===== src/hw/edls_regs.vh =====
// Overview of operation
// - List runs only while enable bit is set.
// - List starts each frame at scan line eight.
// - Vertical sync reloads fetch pointer from base.
// - Two control bytes, optional blocks, parameters persist.
// - Repeat byte adds extra mode line displays.
// - Overlay address three bytes, stride two bytes.
// - Control bit seven loads text scroll values.
// - Font base byte gives address bits 18-11.
// - Attribute address and stride, stride multiple four.
// - Attribute scroll and cell size, minus one.
// - Misc palettes, width, then overlay priority mask.
// - Second byte bit seven ends list.
// - Frame start resets scroll, width, priority.
// - Frame start resets attribute map and palettes.
// - Overlay and attribute addresses persist across frames.
// - Entries fetched from 512K local memory.
// - Timing from host; no interrupts raised.
// - Host color chip writes captured, reads not.
// - Overlay mode from text, graphics, lores, hires.
`ifndef EDLS_REGS_VH
`define EDLS_REGS_VH
`define EDLS_START_LINE     9'h008
`define EDLS_C1_TEXT        0
`define EDLS_C1_GFX         1
`define EDLS_C1_OVOFF       2
`define EDLS_C1_MAPON       3
`define EDLS_C1_MAPOFF      4
`define EDLS_C1_RPT         5
`define EDLS_C1_OVADR       6
`define EDLS_C1_OVSCR       7
`define EDLS_C2_FONT        0
`define EDLS_C2_ATADR       1
`define EDLS_C2_ATLAY       2
`define EDLS_C2_MISC        3
`define EDLS_C2_HIRES       4
`define EDLS_C2_LORES       5
`define EDLS_C2_END         7
`define EDLS_WIDTH_NORMAL   2'h1
`define EDLS_PRIO_DEF       8'hff
`define EDLS_CELL_DEF       5'h07
`define EDLS_PAL_PF_DEF     2'h0
`define EDLS_PAL_OV_DEF     2'h1
`define EDLS_LAST_ONE       3'h0
`define EDLS_LAST_TWO       3'h1
`define EDLS_LAST_FOUR      3'h3
`define EDLS_LAST_FIVE      3'h4
`define EDLS_PF_PAL         7:6
`define EDLS_OV_PAL         5:4
`define EDLS_WIDTH          1:0
`endif


===== src/hw/edls_sequencer.v =====
`timescale 1ns/100ps
`default_nettype none
`include "edls_regs.vh"
module edls_sequencer (
    // Clock and reset.
    input  wire        sys_clk,
    input  wire        reset_n,
    // Control and frame timing from the host display chip.
    input  wire        list_enable,
    input  wire [18:0] list_base_address,
    input  wire        vsync_start,
    input  wire        line_start,
    input  wire [8:0]  scan_line,
    // Host writes aimed at the color chip.
    input  wire        host_wr,
    input  wire [4:0]  host_addr,
    input  wire [7:0]  host_wdata,
    // Local memory read port.
    output reg         mem_req,
    output reg  [18:0] mem_addr,
    input  wire        mem_ack,
    input  wire [7:0]  mem_rdata,
    // Decoded parameters.
    output reg         line_valid,
    output reg         ov_text,
    output reg         ov_gfx,
    output reg         ov_lores,
    output reg         ov_hires,
    output reg         overlay_off,
    output reg  [18:0] ov_addr,
    output reg  [11:0] ov_stride,
    output reg  [7:0]  ov_hscroll,
    output reg  [7:0]  ov_vscroll,
    output reg  [7:0]  font_base,
    output reg         attr_map_on,
    output reg  [18:0] at_addr,
    output reg  [11:0] at_stride,
    output reg  [4:0]  at_hscroll,
    output reg  [4:0]  at_vscroll,
    output reg  [4:0]  at_cell_w,
    output reg  [4:0]  at_cell_h,
    output reg  [1:0]  pal_pf,
    output reg  [1:0]  pal_ov,
    output reg  [1:0]  ov_width,
    output reg  [7:0]  ov_prio,
    // Captured color chip writes; reads are left to that chip.
    output reg         shadow_we,
    output reg  [4:0]  shadow_addr,
    output reg  [7:0]  shadow_data
);
    localparam [4:0] S_IDLE = 5'h01;
    localparam [4:0] S_WAIT = 5'h02;
    localparam [4:0] S_FTCH = 5'h04;
    localparam [4:0] S_SHOW = 5'h08;
    localparam [4:0] S_DONE = 5'h10;
    // Block numbers in fetch order; misc, fetched last, reuses zero.
    localparam [2:0] B_C1 = 3'h0;
    localparam [2:0] B_C2 = 3'h1;
    localparam [2:0] B_RPT = 3'h2;
    localparam [2:0] B_OVA = 3'h3;
    localparam [2:0] B_OVS = 3'h4;
    localparam [2:0] B_FNT = 3'h5;
    localparam [2:0] B_ATA = 3'h6;
    localparam [2:0] B_ATL = 3'h7;
    localparam [2:0] B_MSC = 3'h0;

    reg  [4:0]  state_reg;
    reg  [2:0]  blk_reg;
    reg         msc_reg;
    reg  [2:0]  idx_reg;
    reg  [7:0]  c1_reg;
    reg  [7:0]  c2_reg;
    reg  [7:0]  rpt_reg;
    reg  [18:0] ptr_reg;
    reg         en_s1_reg;
    reg         en_s2_reg;

    // Block length in bytes, minus one.
    function [2:0] blk_last;
        input [2:0] b;
        input       m;
        begin
            if (m)
                blk_last = `EDLS_LAST_TWO;
            else begin
                case (b)
                    B_C1: blk_last = `EDLS_LAST_ONE;
                    B_C2: blk_last = `EDLS_LAST_ONE;
                    B_RPT: blk_last = `EDLS_LAST_ONE;
                    B_OVA: blk_last = `EDLS_LAST_FIVE;
                    B_OVS: blk_last = `EDLS_LAST_TWO;
                    B_FNT: blk_last = `EDLS_LAST_ONE;
                    B_ATA: blk_last = `EDLS_LAST_FIVE;
                    B_ATL: blk_last = `EDLS_LAST_FOUR;
                    default: blk_last = `EDLS_LAST_ONE;
                endcase
            end
        end
    endfunction

    // Whether a block is enabled by the control bytes.
    function blk_on;
        input [2:0] b;
        input       m;
        input [7:0] a;
        input [7:0] c;
        begin
            if (m)
                blk_on = c[`EDLS_C2_MISC];
            else begin
                case (b)
                    B_C1: blk_on = 1'b1;
                    B_C2: blk_on = 1'b1;
                    B_RPT: blk_on = a[`EDLS_C1_RPT];
                    B_OVA: blk_on = a[`EDLS_C1_OVADR];
                    B_OVS: blk_on = a[`EDLS_C1_OVSCR];
                    B_FNT: blk_on = c[`EDLS_C2_FONT];
                    B_ATA: blk_on = c[`EDLS_C2_ATADR];
                    B_ATL: blk_on = c[`EDLS_C2_ATLAY];
                    default: blk_on = 1'b1;
                endcase
            end
        end
    endfunction

    wire last_byte = (idx_reg == blk_last(blk_reg, msc_reg));

    always @(posedge sys_clk or negedge reset_n) begin
        if (!reset_n) begin
            en_s1_reg <= 1'b0;
            en_s2_reg <= 1'b0;
        end else begin
            en_s1_reg <= list_enable;
            en_s2_reg <= en_s1_reg;
        end
    end

    always @(posedge sys_clk or negedge reset_n) begin
        if (!reset_n) begin
            shadow_we <= 1'b0;
            shadow_addr <= 5'h00;
            shadow_data <= 8'h00;
        end else begin
            shadow_we <= host_wr;
            shadow_addr <= host_addr;
            shadow_data <= host_wdata;
        end
    end

    always @(posedge sys_clk or negedge reset_n) begin
        if (!reset_n) begin
            state_reg <= S_IDLE;
            blk_reg <= B_C1;
            msc_reg <= 1'b0;
            idx_reg <= 3'h0;
            c1_reg <= 8'h00;
            c2_reg <= 8'h00;
            rpt_reg <= 8'h00;
            ptr_reg <= 19'h00000;
            mem_req <= 1'b0;
            mem_addr <= 19'h00000;
            line_valid <= 1'b0;
            ov_text <= 1'b0;
            ov_gfx <= 1'b0;
            ov_lores <= 1'b0;
            ov_hires <= 1'b0;
            overlay_off <= 1'b0;
            ov_addr <= 19'h00000;
            ov_stride <= 12'h000;
            ov_hscroll <= 8'h00;
            ov_vscroll <= 8'h00;
            font_base <= 8'h00;
            attr_map_on <= 1'b0;
            at_addr <= 19'h00000;
            at_stride <= 12'h000;
            at_hscroll <= 5'h00;
            at_vscroll <= 5'h00;
            at_cell_w <= `EDLS_CELL_DEF;
            at_cell_h <= `EDLS_CELL_DEF;
            pal_pf <= `EDLS_PAL_PF_DEF;
            pal_ov <= `EDLS_PAL_OV_DEF;
            ov_width <= `EDLS_WIDTH_NORMAL;
            ov_prio <= `EDLS_PRIO_DEF;
        end else if (vsync_start) begin
            // Frame defaults; addresses are kept.
            ptr_reg <= list_base_address;
            state_reg <= en_s2_reg ? S_WAIT : S_IDLE;
            mem_req <= 1'b0;
            line_valid <= 1'b0;
            ov_hscroll <= 8'h00;
            ov_vscroll <= 8'h00;
            ov_width <= `EDLS_WIDTH_NORMAL;
            ov_prio <= `EDLS_PRIO_DEF;
            attr_map_on <= 1'b0;
            at_hscroll <= 5'h00;
            at_vscroll <= 5'h00;
            at_cell_w <= `EDLS_CELL_DEF;
            at_cell_h <= `EDLS_CELL_DEF;
            pal_pf <= `EDLS_PAL_PF_DEF;
            pal_ov <= `EDLS_PAL_OV_DEF;
        end else if (!en_s2_reg) begin
            state_reg <= S_IDLE;
            mem_req <= 1'b0;
            line_valid <= 1'b0;
        end else begin
            case (state_reg)
                S_IDLE: begin
                    state_reg <= S_IDLE;
                end
                S_WAIT: begin
                    if (line_start && scan_line == `EDLS_START_LINE) begin
                        state_reg <= S_FTCH;
                        blk_reg <= B_C1;
                        msc_reg <= 1'b0;
                        idx_reg <= 3'h0;
                        rpt_reg <= 8'h00;
                        mem_req <= 1'b1;
                        mem_addr <= ptr_reg;
                    end
                end
                S_FTCH: begin
                    if (mem_req && mem_ack) begin
                        mem_req <= 1'b0;
                        ptr_reg <= ptr_reg + 19'h00001;
                        if (!msc_reg) begin
                            case (blk_reg)
                                B_C1: c1_reg <= mem_rdata;
                                B_C2: c2_reg <= mem_rdata;
                                B_RPT: rpt_reg <= mem_rdata;
                                B_OVA: begin
                                    case (idx_reg)
                                        3'h0: ov_addr[7:0] <= mem_rdata;
                                        3'h1: ov_addr[15:8] <= mem_rdata;
                                        3'h2: ov_addr[18:16] <= mem_rdata[2:0];
                                        3'h3: ov_stride[7:0] <= mem_rdata;
                                        default: ov_stride[11:8] <= mem_rdata[3:0];
                                    endcase
                                end
                                B_OVS: begin
                                    if (idx_reg == 3'h0)
                                        ov_hscroll <= mem_rdata;
                                    else
                                        ov_vscroll <= mem_rdata;
                                end
                                B_FNT: font_base <= mem_rdata;
                                B_ATA: begin
                                    case (idx_reg)
                                        3'h0: at_addr[7:0] <= mem_rdata;
                                        3'h1: at_addr[15:8] <= mem_rdata;
                                        3'h2: at_addr[18:16] <= mem_rdata[2:0];
                                        3'h3: at_stride[7:0] <= {mem_rdata[7:2], 2'h0};
                                        default: at_stride[11:8] <= mem_rdata[3:0];
                                    endcase
                                end
                                default: begin
                                    case (idx_reg)
                                        3'h0: at_hscroll <= mem_rdata[4:0];
                                        3'h1: at_vscroll <= mem_rdata[4:0];
                                        3'h2: at_cell_w <= mem_rdata[4:0];
                                        default: at_cell_h <= mem_rdata[4:0];
                                    endcase
                                end
                            endcase
                        end else begin
                            // Palettes and width, then the priority mask.
                            case (idx_reg)
                                3'h0: begin
                                    pal_pf <= mem_rdata[`EDLS_PF_PAL];
                                    pal_ov <= mem_rdata[`EDLS_OV_PAL];
                                    ov_width <= mem_rdata[`EDLS_WIDTH];
                                end
                                default: ov_prio <= mem_rdata;
                            endcase
                        end
                        if (!last_byte)
                            idx_reg <= idx_reg + 3'h1;
                        else begin
                            idx_reg <= 3'h0;
                            // The misc block follows the layout block.
                            if (msc_reg) begin
                                msc_reg <= 1'b0;
                                state_reg <= S_SHOW;
                            end else if (blk_reg == B_ATL) begin
                                msc_reg <= 1'b1;
                                blk_reg <= B_MSC;
                            end else
                                blk_reg <= blk_reg + 3'h1;
                        end
                    end else if (!mem_req) begin
                        // Skip disabled blocks without a fetch.
                        // Misc shares block number zero with the first byte.
                        if (blk_on(blk_reg, msc_reg, c1_reg, c2_reg)) begin
                            mem_req <= 1'b1;
                            mem_addr <= ptr_reg;
                        end else if (blk_reg == B_ATL) begin
                            msc_reg <= 1'b1;
                            blk_reg <= B_MSC;
                        end else if (msc_reg) begin
                            msc_reg <= 1'b0;
                            state_reg <= S_SHOW;
                        end else
                            blk_reg <= blk_reg + 3'h1;
                    end
                end
                S_SHOW: begin
                    if (!line_valid) begin
                        line_valid <= 1'b1;
                        ov_text <= c1_reg[`EDLS_C1_TEXT];
                        ov_gfx <= c1_reg[`EDLS_C1_GFX];
                        ov_lores <= c2_reg[`EDLS_C2_LORES];
                        ov_hires <= c2_reg[`EDLS_C2_HIRES];
                        overlay_off <= c1_reg[`EDLS_C1_OVOFF];
                        if (c1_reg[`EDLS_C1_MAPON])
                            attr_map_on <= 1'b1;
                        else if (c1_reg[`EDLS_C1_MAPOFF])
                            attr_map_on <= 1'b0;
                    end else if (line_start) begin
                        if (rpt_reg != 8'h00)
                            rpt_reg <= rpt_reg - 8'h01;
                        else begin
                            line_valid <= 1'b0;
                            if (c2_reg[`EDLS_C2_END])
                                state_reg <= S_DONE;
                            else begin
                                state_reg <= S_FTCH;
                                blk_reg <= B_C1;
                            end
                        end
                    end
                end
                S_DONE: begin
                    state_reg <= S_DONE;
                end
                default: begin
                    state_reg <= S_IDLE;
                end
            endcase
        end
    end
    // No interrupt outputs exist; timing follows host strobes.
endmodule // edls_sequencer
`default_nettype wire


===== config.mk =====
export PLATFORM = sky130hd
export DESIGN_NAME = edls_sequencer
export DESIGN_NICKNAME = d
export VERILOG_FILES = /design/src/hw/edls_sequencer.v
export VERILOG_INCLUDE_DIRS = /design/src /design/src/hw
export SDC_FILE = /design/constraint.sdc
export NUM_CORES = 1
export LEC_CHECK = 0
export BUFFER_PORTS_ARGS = -buffer_cell sky130_fd_sc_hd__buf_2
export CAP_MARGIN = 20
export CORE_UTILIZATION = 51
export CTS_BUF_LIST = sky130_fd_sc_hd__clkbuf_2 sky130_fd_sc_hd__clkbuf_4 sky130_fd_sc_hd__clkbuf_8
export DETAILED_ROUTE_END_ITERATION = 8
export PLACE_DENSITY = 0.86
export SKIP_CTS_REPAIR_TIMING = 1
export SLEW_MARGIN = 0
export SYNTH_ARGS = -nofsm -noshare
export SYNTH_HDL_FRONTEND = slang
export SYNTH_SLANG_ARGS = --single-unit
export TNS_END_PERCENT = 50

===== constraint.sdc =====
create_clock -name sys_clk -period 2.3 [get_ports sys_clk]
set_input_delay 0.46 -clock sys_clk [delete_from_list [all_inputs] [get_ports sys_clk]]
set_output_delay 0.46 -clock sys_clk [all_outputs]
set_load 0.02 [all_outputs]

Word level (Yosys, flattened, before mapping). Memories as Yosys holds them, arrays and structs flattened. Cells that the tools add are included.

Word-level logic and storage cells: 301. Input bits: 56. Memories kept: 1. Bits in read-only memories: 24. Output and inout port bits: 161. Flip-flop bits (word level): 216.

Reduce and logical (&&, ||, !) cells: 52. Eq/ne operators: 48. $add $sub $neg: 4. Bitwise operators: 4. Multiplexer cells: 149.

Memories: (no name shown) (depth 8, width 3, read ports 1, clocked after memory_dff 0, wr ports 0, RTL line edls_sequencer.v:86) `case (b)`.

Operators by type and width (number): $mux W8 (26); $mux W5 (41); $mux W19 (8); $reduce_and A7 Y1 (12); $reduce_and A6 Y1 (9); $mux W3 (16); $mux W2 (19); $pmux W19 S2 (1); $mux W1 (31); $ne A2 B2 Y1 const B (14); $pmux W8 S3 (1); $ne A5 B5 Y1 const B (4); $pmux W5 S4 (1); $reduce_bool A2 Y1 (10); $add A19 B1 Y19 const B (1); $ne A4 B4 Y1 const B (4); $ne A3 B3 Y1 const B (5); $reduce_and A5 Y1 (3); $reduce_and A13 Y1 (1); $eq A3 B2 Y1 const B (4); $eq A3 B3 Y1 const B (4); $reduce_and A10 Y1 (1); $eq A9 B4 Y1 const B (1); $pmux W3 S3 (1); 27 further kinds (39).

Depth between registers and ports, before layout.
Depth in word-level cells: 15. Depth in mapped cells: 10. Depth with buffers taken out: 8.

Least setup slack after synthesis. Ideal clock, no wire load.

Path kind: flip-flop to flip-flop. Start point: register blk_reg[0]. End point: register mem_addr[0]. Cell stages (with the launch flop): 11. Arrival: 2.374 ns. Clock period less this slack: 2.499 ns. Setup time: 0.125 ns. Required time: 2.175 ns. Path slack: -0.199 ns. Cells stage by stage: dfrtp_1 -> ha_1 -> ha_1 -> buf_2 -> a221oi_1 -> o41ai_1 -> o22ai_1 -> o21ai_1 -> nand3_2 -> buf_6 -> mux2_2.

Cells in the longest elaborated chain, start to end: 11. Elaborated cells on any way between the ends: 18. Those cells by class: 8 x eq/ne; 7 x mux; 3 x reduce/logical.

RTL lines: start: declaration (RTL line edls_sequencer.v:68) `reg [2:0] blk_reg;`; start signal: assignment (RTL line edls_sequencer.v:287) `blk_reg <= blk_reg + 3'h1;`; start signal: assignment (RTL line edls_sequencer.v:302) `blk_reg <= blk_reg + 3'h1;`; $eq A3 B1 Y1 / $logic_not A3 Y1 (equally long branches) (RTL line edls_sequencer.v:111) `case (b)`; $reduce_or A2 Y1 (no source line); $pmux W1 S7 * (RTL line edls_sequencer.v:111); $mux W1 * (RTL line edls_sequencer.v:108) `if (m)`; $mux W1 * (RTL line edls_sequencer.v:289) `end else if (!mem_req) begin`; $mux W1 * (RTL line edls_sequencer.v:222) `if (mem_req && mem_ack) begin`; $mux W1 * (RTL line edls_sequencer.v:206) `case (state_reg)`; $mux W1 * (RTL line edls_sequencer.v:201) `end else if (!en_s2_reg) begin`; $mux W1 * (RTL line edls_sequencer.v:184) `end else if (vsync_start) begin`; $ne A2 B2 Y1 (no source line) *; $reduce_and A7 Y1 (no source line) *; end signal: assignment (RTL line edls_sequencer.v:218) `mem_addr <= ptr_reg;`; end signal: assignment (RTL line edls_sequencer.v:294) `mem_addr <= ptr_reg;`; end: declaration (RTL line edls_sequencer.v:20) `output reg [18:0] mem_addr,`.

Mark *: on every way between the ends. The rest lies on a longest branch, timed or not. The select of a mux whose other input is x is not followed. A chain may end at the register's enable or synchronous reset.

Worst setup path after layout.
Start point: register blk_reg[0]. End point: register mem_addr[4].

The elaborated chain is that of the path after synthesis.

==> results.toml <==
[synthesis]
yosys-top-cells-area = "dfrtp_1, mux2_2, dfstp_2"
synth_edf_count = 0
ys_seq_area_share_pct = 56.8
synth_cells = 777
avgSynthCellArea_um2 = 12.2
yosysTopAreaCellShare_pct = 52.1
synthDistinctLibCells = 70
synth_flop_cell = "dfrtp_1"
yosysTopAreaCell = "dfrtp_1"
ys_ff_latch = 215
syn-cell-area_um2 = 9510
async_flop_share_pct = 100
synth_warnings = 0

[timing]
tightest_slew_ps = 570
relSlewSlack_pct = 61.6
drv_slew = 0
period_share_pct = 102
rsz0062_at_grt = "yes"
hold_viol = 0
setup_tns_ps = -299
fmax_mhz = 427
fin_skew_ps = 27.4
layout_min_cycle_time_ps = 2340
setup-violations-final = 11
setup_slack_ps = -43.4

[status]
status = "finished, violations left"
violations = "DRC, setup timing"

[hold_path]
hold_path_class = "in -> reg"

[drt]
wl_per_cell_um = 19.1
drt_first_pass_iters = 7
routed_via_density = 5.55
vias = 7256
final_antenna_net_count = 0
drtIter0Drc = 395
finalWirelength_um = 25000
drc_errors = 26

[finish]
regArea_um2 = 5410
finalNetCount = 1121
antenna_cells = 0
design_area_um2 = 12300
drive_gt1_share_pct = 48.0
num-fill-cells = 1250
area_delta_synth_final_pct = 29.5
multi_input_area_um2 = 4090
final-instance-count-excl-fill = 1308

[clock_tree]
cts_sinks = 215
ctsHtreeMaxLevel = 2
clk_pin_slew_ps = 60
clock_latency_ps = 520
root_buffer = "clkbuf_8"
cts_tree = "built"
cts_buffers = 36
cts.path.max_buffers = 3

[floorplan]
placeableCoreArea_um2 = 18100
dieArea_um2 = 19200
die_h_um = 139
num_rows = 49
io_pins = 217
die_w_um = 139
start_util_pct = 52.6

[grt]
grt_pass1_vias = 7482
overflow = 0
track_usage_pct = 26.3
antenna_found_initial = 0
grt_max_degree = 52
grt_pass1_wl_um = 39800

[flow_run]
maxCapViolCount = 0

[pwr]
clock_power_share_pct = 43.3
combPwrFrac_pct = 8.2
max-vdd-ir-drop_mv = 0.608
power_mw = 8.25
swShare_pct = 24.5
p_switching_mw = 2.02
p_per_area_nw_per_um2 = 670
power.leakage_nw = 6.32
seqPwrFrac_pct = 48.6
p_int_mw = 6.22

[placement]
io_buffers = 214
placed_cells = 1235
gp_congestion = 0.897
dp_hpwl_um = 16800
place_area_um2 = 11300

[setup_path]
cp_slowest_cell = "dfrtp_2"
crit_required_ps = 2680
arrival_ps = 2720
max_stage_delay_ps = 450
path_max_fanout = 5
cp-end-kind = "flip-flop"
start_kind = "flip-flop"
crit_top_cell = "ha_4"
critPathKind = "reg -> reg"
crit_chain = "ha_4, ha_4, a221oi_2, o41ai_2, o22ai_2, o21ai_2, nand3_4, clkbuf_16, mux2_4"
power groups by stage:
| stage | clock [mW] | combinational (mW) | sequential, mW |
|---|---|---|---|
| after floorplan | 0 | 0.248 | 4.15 |
| after global placement | 0 | 0.650 | 4.06 |
| final | 3.57 | 0.673 | 4.00 |
| after detailed placement | 0 | 0.667 | 4.07 |
| after CTS | 3.64 | 0.671 | 4.00 |
| after global routing | 3.81 | 0.740 | 4.02 |
worst max-delay path, delay by kind of cell (launching register included):
family,cells,cell delay (ps)
simple gates,1,160
flops,1,450
buf+inv,1,190
compound gates,4,730
mux,1,300
fa+ha+maj,2,390
layout by cell type (no fill, tap or decap), drive strengths merged, types with 12 or more instances in the layout:
cell,Yosys,final
buf,19,274
dfrtp,198,198
mux2,133,133
nand2,65,65
clkbuf,22,58
o21ai,45,45
nor2,42,42
nand3,23,23
a21oi,22,22
nor2b,18,18
inv,17,18
dfstp,17,17
nor3,17,17
ha,13,13
nand4,12,12
worst paths after layout:
kind	from	end	slack, ps	depth (start not counted)
max reg2reg	blk_reg[0]	mem_addr[4]	-40	9
max in group asynchronous	reset_n	ov_vscroll[4]	1160	3
min reg2reg	en_s1_reg	en_s2_reg	350	0
min	host_addr[4]	shadow_addr[4]	50	1
min in group asynchronous	reset_n	ptr_reg[10]	460	2
max	blk_reg[0]	mem_addr[4]	-40	9
layer usage:
layer  vias up  GRT usage [%]  wire (um)
met4         0           9.23        799
met5         -              0          0
met1      3610           33.1      10000
met3        63           6.84       1890
li1       3310              -          -
met2       273           44.3      12300
synth_stat cells (5+ instances only):
master      n
a21oi_1    20
a22o_1     11
and2_1      6
and3_1      6
buf_2      10
buf_4       7
clkbuf_1   22
dfrtp_1   198
dfstp_2    17
ha_1       13
inv_1      17
mux2_1     27
mux2_2    106
mux2i_1     5
nand2_1    60
nand2b_1    7
nand3_1    22
nand3b_1    5
nand4_1    11
nor2_1     40
nor2b_1    18
nor3_1     13
o211ai_1    5
o21ai_0    40
xnor2_1    10
xor2_1      9
stage by stage:
step                      worst slack [ps]  hold WS (ps)  util (%)
final                                -43.4          45.5      68.1
after global routing                  -106          21.8      68.1
after detailed placement             -52.1           343      62.4
after global placement               -83.3           339      62.4
after CTS                             -123          -150      66.7
after floorplan                      -30.5           164         -
kinds of logic after synthesis:
logic type	Yosys count	synth area share [%]
AND/OR/NAND/NOR	217	12.5
multiplexers	138	16.3
flip-flops	215	56.8
other	1	0.0394
AO/OA/AOI/OAI	116	8.13
buffers and inverters	58	2.78
adder cells (fa/ha/maj)	13	1.71
XOR/XNOR	19	1.75
area by class of cell:
class | count | area share, %
clock buffers | 56 | 5.70
clock inverters | 9 | 0.620
inverters | 17 | 0.518
multi-input cells | 505 | 33.2
flip-flops and latches | 215 | 43.9
well taps | 229 | 2.33
repair buffers | 277 | 13.8
Note: power is estimated with default switching activity, not from simulation.
